## src/rtl/ldo_pkg.sv

```systemverilog
// Package of constants and types for the linear regulator channel controller
package ldo_pkg;

	// ------------------------------------------------------------
	// Geometry
	// ------------------------------------------------------------
	localparam int NUM_CH = 4;
	localparam int CODE_W = 6;
	localparam int DELAY_W = 3;

	// ------------------------------------------------------------
	// Timing
	// ------------------------------------------------------------
	localparam int CLK_HZ = 25000000;
	localparam int DELAY_UNIT_MS = 2;
	localparam int DELAY_UNIT_CYC = (CLK_HZ / 1000) * DELAY_UNIT_MS;
	localparam int PRESC_W = 17;

	// ------------------------------------------------------------
	// Reset values
	// ------------------------------------------------------------
	localparam logic [CODE_W-1:0] CODE_RESET = 6'h18;
	localparam logic [DELAY_W-1:0] DELAY_RESET = 3'h0;
	localparam logic [7:0] WAIT_CNT_RESET = 8'h00;

	// Voltage code fields: range in the upper half, step in the lower half
	localparam int CODE_RANGE_LSB = 3;
	localparam int CODE_STEP_W = 3;

	// Channel power state
	typedef enum logic [1:0] {
		LDO_OFF,
		LDO_WAIT,
		LDO_ON
	} ldo_state_t;

	// Per-channel control bits from the host side
	typedef struct packed {
		logic enable;
		logic [DELAY_W-1:0] delay_code;
		logic discharge_enable;
		logic low_quiescent_select;
		logic fault_irq_enable;
	} ldo_ctrl_t;

	// Per-channel drive to the analog regulator
	typedef struct packed {
		logic regulate;
		logic discharge_on;
		logic low_power;
		logic [CODE_W-1:0] output_voltage_code;
	} ldo_drive_t;

endpackage

```

## src/rtl/ldo_channel_control.sv

```systemverilog
// Control logic for four linear regulator channels
`timescale 1ns/1ps
module ldo_channel_control #(
	parameter int DELAY_UNIT_CYCLES = ldo_pkg::DELAY_UNIT_CYC
) (
	input wire logic clk,
	input wire logic rst_n,
	input wire ldo_pkg::ldo_ctrl_t [ldo_pkg::NUM_CH-1:0] ctrl,
	input wire logic [ldo_pkg::NUM_CH-1:0] code_write,
	input wire logic [ldo_pkg::CODE_W-1:0] code_wdata,
	input wire logic [ldo_pkg::NUM_CH-1:0] pg_read,
	input wire logic [ldo_pkg::NUM_CH-1:0] out_above_threshold,
	output ldo_pkg::ldo_drive_t [ldo_pkg::NUM_CH-1:0] drive,
	output logic [ldo_pkg::NUM_CH-1:0] power_good_flag,
	output logic [ldo_pkg::NUM_CH-1:0] channel_on,
	output logic interrupt_request_n
);

	// ------------------------------------------------------------
	// Elaboration checks
	// ------------------------------------------------------------
	if (DELAY_UNIT_CYCLES < 1 || DELAY_UNIT_CYCLES >= (1 << ldo_pkg::PRESC_W)) begin : g_bad_unit
		$error("DELAY_UNIT_CYCLES out of range");
	end

	// The longest turn-on wait must fit the per-channel unit counter
	if ((1 << ((1 << ldo_pkg::DELAY_W) - 2)) > 255) begin : g_bad_delay
		$error("Delay field too wide for the wait counter");
	end

	// ------------------------------------------------------------
	// Reset release
	// ------------------------------------------------------------
	logic rst_s1;
	logic rst_s2;

	always_ff @(posedge clk or negedge rst_n) begin
		if (!rst_n) begin
			rst_s1 <= 1'b0;
			rst_s2 <= 1'b0;
		end else begin
			rst_s1 <= 1'b1;
			rst_s2 <= rst_s1;
		end
	end

	// ------------------------------------------------------------
	// Comparator input synchronisers
	// ------------------------------------------------------------
	logic [ldo_pkg::NUM_CH-1:0] good_s1;
	logic [ldo_pkg::NUM_CH-1:0] good_s2;

	always_ff @(posedge clk or negedge rst_s2) begin
		if (!rst_s2) begin
			good_s1 <= '0;
			good_s2 <= '0;
		end else begin
			good_s1 <= out_above_threshold;
			good_s2 <= good_s1;
		end
	end

	// ------------------------------------------------------------
	// Shared 2 ms tick
	// ------------------------------------------------------------
	logic [ldo_pkg::PRESC_W-1:0] presc;
	logic [ldo_pkg::PRESC_W-1:0] next_presc;
	logic tick;
	logic next_tick;

	always_comb begin
		next_tick = 1'b0;
		next_presc = presc + 1'b1;
		if (presc == ldo_pkg::PRESC_W'(DELAY_UNIT_CYCLES - 1)) begin
			next_presc = '0;
			next_tick = 1'b1;
		end
	end

	always_ff @(posedge clk or negedge rst_s2) begin
		if (!rst_s2) begin
			presc <= '0;
			tick <= 1'b0;
		end else begin
			presc <= next_presc;
			tick <= next_tick;
		end
	end

	// ------------------------------------------------------------
	// Channels
	// ------------------------------------------------------------
	logic [ldo_pkg::NUM_CH-1:0] pend;

	// One identical slice per channel
	for (genvar ch = 0; ch < ldo_pkg::NUM_CH; ch++) begin : g_ch
		ldo_pkg::ldo_state_t state;
		ldo_pkg::ldo_state_t next_state;
		logic en_prev;
		logic next_en_prev;
		logic [7:0] wait_cnt;
		logic [7:0] next_wait_cnt;
		logic [ldo_pkg::CODE_W-1:0] code;
		logic [ldo_pkg::CODE_W-1:0] next_code;
		logic fault;
		logic next_fault;
		logic read_seen;
		logic next_read_seen;
		logic rise_seen;
		logic fall_seen;
		logic good_now;
		ldo_pkg::ldo_drive_t next_drive;
		logic next_pg;
		logic next_on;

		// ------------------------------------------------------------
		// Enable edges and power state
		// ------------------------------------------------------------
		// Only transitions of the enable bit act, never its level
		assign rise_seen = ctrl[ch].enable && !en_prev;
		assign fall_seen = !ctrl[ch].enable && en_prev;

		always_comb begin
			next_state = state;
			next_en_prev = ctrl[ch].enable;
			next_wait_cnt = wait_cnt;
			unique case (state)
				ldo_pkg::LDO_OFF: begin
					if (rise_seen) begin
						// 0 ms, else 2**(code-1) units of 2 ms
						if (ctrl[ch].delay_code == 3'h0) begin
							next_state = ldo_pkg::LDO_ON;
						end else begin
							next_state = ldo_pkg::LDO_WAIT;
							next_wait_cnt = 8'(1) << (ctrl[ch].delay_code - 3'h1);
						end
					end
				end
				ldo_pkg::LDO_WAIT: begin
					if (fall_seen) begin
						next_state = ldo_pkg::LDO_OFF;
					end else if (tick) begin
						if (wait_cnt == 8'h01) begin
							next_state = ldo_pkg::LDO_ON;
						end
						next_wait_cnt = wait_cnt - 8'h01;
					end
				end
				ldo_pkg::LDO_ON: begin
					if (fall_seen) begin
						next_state = ldo_pkg::LDO_OFF;
					end
				end
			endcase
		end

		always_ff @(posedge clk or negedge rst_s2) begin
			if (!rst_s2) begin
				state <= ldo_pkg::LDO_OFF;
				en_prev <= 1'b0;
				wait_cnt <= ldo_pkg::WAIT_CNT_RESET;
			end else begin
				state <= next_state;
				en_prev <= next_en_prev;
				wait_cnt <= next_wait_cnt;
			end
		end

		// ------------------------------------------------------------
		// Voltage code
		// ------------------------------------------------------------
		always_comb begin
			next_code = code;
			if (code_write[ch]) begin
				next_code = code_wdata;
			end
		end

		always_ff @(posedge clk or negedge rst_s2) begin
			if (!rst_s2) begin
				code <= ldo_pkg::CODE_RESET;
			end else begin
				code <= next_code;
			end
		end

		// ------------------------------------------------------------
		// Fault capture
		// ------------------------------------------------------------
		// Good only counts while the channel regulates
		assign good_now = (state == ldo_pkg::LDO_ON) && good_s2[ch];

		always_comb begin
			next_fault = fault;
			next_read_seen = read_seen;
			// A read may come before recovery, so it is remembered
			if (fault && pg_read[ch]) begin
				next_read_seen = 1'b1;
			end
			if (fault && read_seen && (good_now || state != ldo_pkg::LDO_ON)) begin
				next_fault = 1'b0;
				next_read_seen = 1'b0;
			end
			// Set wins over clear
			if (ctrl[ch].fault_irq_enable && state == ldo_pkg::LDO_ON && !good_s2[ch]) begin
				next_fault = 1'b1;
			end
			if (!next_fault) begin
				next_read_seen = 1'b0;
			end
		end

		always_ff @(posedge clk or negedge rst_s2) begin
			if (!rst_s2) begin
				fault <= 1'b0;
				read_seen <= 1'b0;
			end else begin
				fault <= next_fault;
				read_seen <= next_read_seen;
			end
		end

		assign pend[ch] = next_fault;

		// ------------------------------------------------------------
		// Registered outputs
		// ------------------------------------------------------------
		always_comb begin
			next_drive.regulate = (next_state == ldo_pkg::LDO_ON);
			next_drive.discharge_on = (next_state != ldo_pkg::LDO_ON) && ctrl[ch].discharge_enable;
			next_drive.low_power = ctrl[ch].low_quiescent_select;
			next_drive.output_voltage_code = next_code;
			next_pg = good_now;
			next_on = (next_state == ldo_pkg::LDO_ON);
		end

		always_ff @(posedge clk or negedge rst_s2) begin
			if (!rst_s2) begin
				drive[ch] <= '0;
				power_good_flag[ch] <= 1'b0;
				channel_on[ch] <= 1'b0;
			end else begin
				drive[ch] <= next_drive;
				power_good_flag[ch] <= next_pg;
				channel_on[ch] <= next_on;
			end
		end
	end

	// ------------------------------------------------------------
	// Interrupt
	// ------------------------------------------------------------
	always_ff @(posedge clk or negedge rst_s2) begin
		if (!rst_s2) begin
			interrupt_request_n <= 1'b1;
		end else begin
			interrupt_request_n <= ~(|pend);
		end
	end

endmodule // ldo_channel_control

```

## config.mk

```make
export PLATFORM = sky130hd
export DESIGN_NAME = ldo_channel_control
export DESIGN_NICKNAME = d
export VERILOG_FILES = /design/src/rtl/ldo_pkg.sv /design/src/rtl/ldo_channel_control.sv
export SDC_FILE = /design/constraint.sdc
export NUM_CORES = 1
export LEC_CHECK = 0
export ABC_CLOCK_PERIOD_IN_PS = 11200
export BUFFER_PORTS_ARGS = -buffer_cell sky130_fd_sc_hd__buf_2
export CAP_MARGIN = 20
export CORE_MARGIN = 2
export CORE_UTILIZATION = 62
export DETAILED_ROUTE_END_ITERATION = 10
export HOLD_SLACK_MARGIN = 0.1
export PLACE_DENSITY = 0.93
export SYNTH_ARGS = -nofsm -noshare
export SYNTH_HDL_FRONTEND = slang
export SYNTH_SLANG_ARGS = --single-unit
```

## constraint.sdc

```tcl
create_clock -name clk -period 11.2 [get_ports clk]
set_clock_uncertainty 0.05 [all_clocks]
set_input_delay 0.56 -clock clk [delete_from_list [all_inputs] [get_ports clk]]
set_output_delay 0.56 -clock clk [all_outputs]
set_load 0.005 [all_outputs]
```

Word level (Yosys, flattened, before mapping) --
Cells that the tools add are included.
Word-level totals: bits in registers 145, input bits 48, output and inout bits 45, word-level logic and storage cells 253
Operators by class: add/subtract/negate cells 9, eq/ne operators 45, shift-type cells 4, multiplexer cells 74, bitwise gates (word level) 1, reduce and logical (&&, ||, !) cells 69
Operators with widths (number):
- $mux W8 | 16
- $pmux W8 S2 | 4
- $mux W2 | 24
- $ne A2 B2 Y1 const B | 24
- $logic_and A1 B1 Y1 | 36
- $eq A8 B1 Y1 const B | 4
- $shl A1 B3 Y8 const A | 4
- $sub A8 B1 Y8 const B | 4
- $mux W6 | 4
- $pmux W2 S3 | 4
- $mux W1 | 21
- $reduce_and A5 Y1 | 4
- $add A17 B1 Y17 const B | 1
- $eq A17 B16 Y1 const B | 1
- $mux W17 | 1
- $eq A2 B2 Y1 const B | 8
- $logic_not A1 Y1 | 12
- $logic_not A3 Y1 | 4
- $ne A3 B1 Y1 const B | 4
- $sub A3 B1 Y3 const B | 4
- $eq A2 B1 Y1 const B | 4
- $logic_not A2 Y1 | 4
- $reduce_bool A2 Y1 | 4
- $logic_or A1 B1 Y1 | 4
- other kinds (2) | 2

Longest topological paths before layout --
word-level depth 8, gate-level depth with buffers 8, mapped depth without buffers 6

Worst setup path before layout --
OpenSTA, ideal clock, no wires.
path type register -> register, start register g_ch[1].state[1], end register g_ch[1].wait_cnt[0], setup time 125 ps, arrival 1856 ps, data required time 11025 ps, setup slack 9169 ps, stages on the path, launching flop included 9, path buffers 2, period minus slack after synthesis 2031 ps, path through dfrtp_1 -> inv_1 -> ha_1 -> buf_2 -> nor2b_1 -> a31oi_1 -> or2_2 -> clkbuf_2 -> mux2_2
On the way: word-level cells in the longest chain between the ends 3, elaborated cells between the ends (all ways) 9, classes of those cells 5 x eq/ne; 1 x mux; 3 x reduce/logical
RTL lines:
- from (decl) | line ldo_channel_control.sv:97 | ldo_pkg::ldo_state_t state;
- from (signal assigned) | line ldo_channel_control.sv:159 | state <= ldo_pkg::LDO_OFF;
- from (signal assigned) | line ldo_channel_control.sv:163 | state <= next_state;
- $eq A2 B1 Y1 / $logic_not A2 Y1 (equally long branches) | line ldo_channel_control.sv:127 | unique case (state)
- $ne A2 B2 Y1 (no line) / $reduce_bool A2 Y1 (equally long branches)
- $reduce_and A5 Y1 (no line)
- to (signal assigned) | line ldo_channel_control.sv:161 | wait_cnt <= ldo_pkg::WAIT_CNT_RESET;
- to (signal assigned) | line ldo_channel_control.sv:165 | wait_cnt <= next_wait_cnt;
- to (decl) | line ldo_channel_control.sv:101 | logic [7:0] wait_cnt;
Several ways; a longest one is shown, not always the timed one. A chain may end at the register's enable or synchronous reset.

Final worst setup path --
Same ends and word-level chain as after synthesis.

==> impl_metrics.yaml <==
timing:
  achievable-frequency_mhz: 397
  worst_slew_margin_rel: 0.338
  finalHoldWorstSlack_ps: 129
  setup_violations: 0
  period_share: 0.225
  setup_total_negative_slack_ps: 0
  hold_viol_final: 0
  post-route-min-period_ps: 2520
  slew_viol_final: 0
  timing_worst_slew_pin_value_ps: 988
  unrepaired_setup_endpoints_after_global_routing: "false"
  final_critical_path_setup_slack_ps: 8680
placement:
  dp_cells: 779
  buffer_ports.inserted: 92
  detailedPlace.worstSlack_ps: 8750
  post-dp-hpwl_mm: 9.40
  routabilityCongestion: 0.888
clock_tree:
  cts_inserted_buffers: 17
  cts_setup_buffers: 0
  clock_latency_ps: 520
  clockRootBuffer: "sky130_fd_sc_hd__clkbuf_8"
  max_root_sink_buffers: 2
  clock_transition_at_the_registers_of_the_reported_paths_ps: 60
  cts-htree-levels: 4
  cts_num_sinks: 129
  cts_tree: "done"
worst_setup_path:
  critical_path_peak_fanout: 19
  rr_worst_depth: 6
  crit_path_start_kind: "register"
  path_depth: 6
  crit_path_top_delay_cell: "sky130_fd_sc_hd__ha_1"
  arrival_ps: 2880
  worst-r2r-setup-slack_ps: 8680
  crit_path_end_kind: "register"
  r2r_start: "g_ch[1].state[1]"
  worstPathBufferInverterCount: 1
  critPathCapture: "g_ch[1].wait_cnt[0]"
  timing.setup.critical_path_class: "register to register"
  crit_path_start: "g_ch[1].state[1]"
  reg2reg_to: "g_ch[1].wait_cnt[0]"
  worst-endpoint-required_ps: 11550
  crit_family: "adder cells"
  worstPathCellList: "inv_1, ha_1, nor2b_1, a31oi_1, or2_2, mux2_2"
  critical_path.max_stage_delay_ps: 570
yosys:
  synth_edf_count: 0
  synth_nets: 659
  mappedNetlistArea_um2: 6290
  yosysSeqAreaShare: 0.515
  postSynthAreaPerCell_um2: 10.7
  synth-async-reset-ratio: 1.00
  postSynth.topFlopCell: "sky130_fd_sc_hd__dfrtp_1"
  synthesis.instances: 590
  synthDistinctLibCells: 69
  synth_warnings: 0
  synth.ff_latch_count: 129
floorplanning:
  fp.dieArea_um2: 11000
  pin_count: 93
  row_count: 36
  dieHeight_um: 105
  initial_core_util: 0.641
  design.core.area_um2: 9820
  die-width_um: 105
grt:
  grt_max_degree: 94
  grt_antenna_before_repair: 0
  global_route.usage.total: 0.272
  overflow: 0
  first_pass_grt_wire_length_mm: 24.0
  first_global_vias: 4955
drt:
  final_antenna_net_count: 0
  finalWirelength_mm: 14.4
  dr.pass1.iters: 5
  wire_per_inst_um: 17.5
  vias_per_cell: 6.07
  drt_iter0_markers: 364
  vias: 4998
  drcViolationCount: 0
run:
  drv.max_cap_violation_count: 0
finish:
  area.sequential_um2: 3240
  final_nets: 746
  final.fill_count: 630
  area_growth_pct: 18.7
  layout.cells.most_common: "sky130_fd_sc_hd__dfrtp_1"
  final_cell_mix: "119 x sky130_fd_sc_hd__dfrtp_1, 92 x sky130_fd_sc_hd__buf_2, 44 x sky130_fd_sc_hd__inv_1"
  multi_input_area_um2: 2660
  post_route_cells_drive_above_1_share: 0.255
  antenna-diode-count: 0
  instances_no_fill: 823
pwr:
  p_leak_nw: 3.36
  power.total_mw: 1.83
  power-per-cell-area_nw_per_um2: 245
  largest_voltage_drop_on_the_vdd_net_mv: 0.140
min_path:
  min_path_type: "input pin to register"
outcome:
  status: "complete, no violations"
==> through the flow <==
stage	util	instance area (µm²)
final	0.761	7470
after global routing	0.761	7470
after CTS	0.758	7440
after detailed placement	0.683	6710
after global placement	0.683	6710
after floorplan	-	6290
==> sequential cells by signal (all words and copies together) (netlist names), 4 cells and up <==
name	flops
good_s1	4
power_good_flag	4
g_ch.read_seen	4
good_s2	4
drive	32
g_ch.en_prev	4
g_ch.code	8
g_ch.state	8
g_ch.wait_cnt	32
channel_on	4
presc	17
g_ch.fault	4
==> worst reg2reg max path, stage by stage, from the launching register on <==
cell                      delay (ps)
sky130_fd_sc_hd__dfrtp_1         410
sky130_fd_sc_hd__inv_1           120
sky130_fd_sc_hd__ha_1            570
sky130_fd_sc_hd__nor2b_1         100
sky130_fd_sc_hd__a31oi_1         510
sky130_fd_sc_hd__or2_2           300
sky130_fd_sc_hd__mux2_2          350
==> power breakdown <==
group | total, mW | internal, mW | switching [mW]
logic | 0.588 | 0.234 | 0.354
registers | 0.652 | 0.566 | 0.0855
clock network | 0.589 | 0.390 | 0.200
==> kinds of logic after synthesis <==
logic type      count (synthesis)  share of synthesized area
simple gates                  167                      0.147
compound gates                148                      0.164
flops                         129                      0.515
buf+inv                        82                     0.0624
mux                            29                     0.0513
fa+ha+maj                      21                     0.0417
xor+xnor                       13                     0.0181
other cells                     1                   0.000596
==> metal layers <==
layer | global-route usage | vias up | routed length, µm
li1 | - | 2305 | -
met1 | 0.344 | 2450 | 5940
met2 | 0.457 | 215 | 7290
met3 | 0.0674 | 28 | 920
met4 | 0.0962 | 0 | 234
met5 | 0 | - | 0
==> Yosys cell counts (all sizes together) (4+ instances only) <==
| library cell | instances | area share |
|---|---|---|
| a31oi | 17 | 0.017 |
| nand2 | 18 | 0.011 |
| nand3 | 19 | 0.015 |
| xnor2 | 10 | 0.014 |
| inv | 44 | 0.026 |
| a22o | 6 | 0.0085 |
| dfrtp | 120 | 0.48 |
| nor2b | 13 | 0.013 |
| or2 | 7 | 0.0070 |
| a211oi | 4 | 0.0056 |
| o21ai | 39 | 0.031 |
| a21o | 5 | 0.0060 |
| o22ai | 10 | 0.0099 |
| and2 | 13 | 0.013 |
| ha | 21 | 0.042 |
| nor3 | 18 | 0.014 |
| dfstp | 9 | 0.038 |
| nand4 | 10 | 0.0099 |
| a21oi | 15 | 0.012 |
| nor4b | 4 | 0.0056 |
| buf | 26 | 0.028 |
| nor2 | 29 | 0.017 |
| nand2b | 10 | 0.0099 |
| nor4 | 10 | 0.011 |
| o32ai | 6 | 0.011 |
| o31ai | 11 | 0.013 |
| a21boi | 5 | 0.0072 |
| mux2 | 26 | 0.047 |
| clkbuf | 11 | 0.0072 |
==> what timing repair did <==
item                      in CTS  in global routing
resized for setup              0                  0
hold buffers                  11                  0
hold endpoints to repair      12                  0
==> cell type report <==
type / instances / area share
sequential: 129 / 0.434
timing repair buffer: 105 / 0.0811
clock inverter: 10 / 0.0245
multi-input combinational: 379 / 0.356
clock buffer: 22 / 0.0593
inverter: 45 / 0.0226
tap: 133 / 0.0223
==> worst min path at each step <==
stage	start	endpoint	slack, ps	depth (start not counted)
after floorplan	rst_n	rst_s1	210	0
after global placement	rst_s2	drive[18]	240	0
after detailed placement	rst_s2	drive[18]	240	0
after CTS	ctrl[27]	g_ch[3].en_prev	100	1
after global routing	ctrl[27]	g_ch[3].en_prev	110	1
final	ctrl[27]	g_ch[3].en_prev	130	1
No activity file was read; power rests on OpenSTA's default activity.
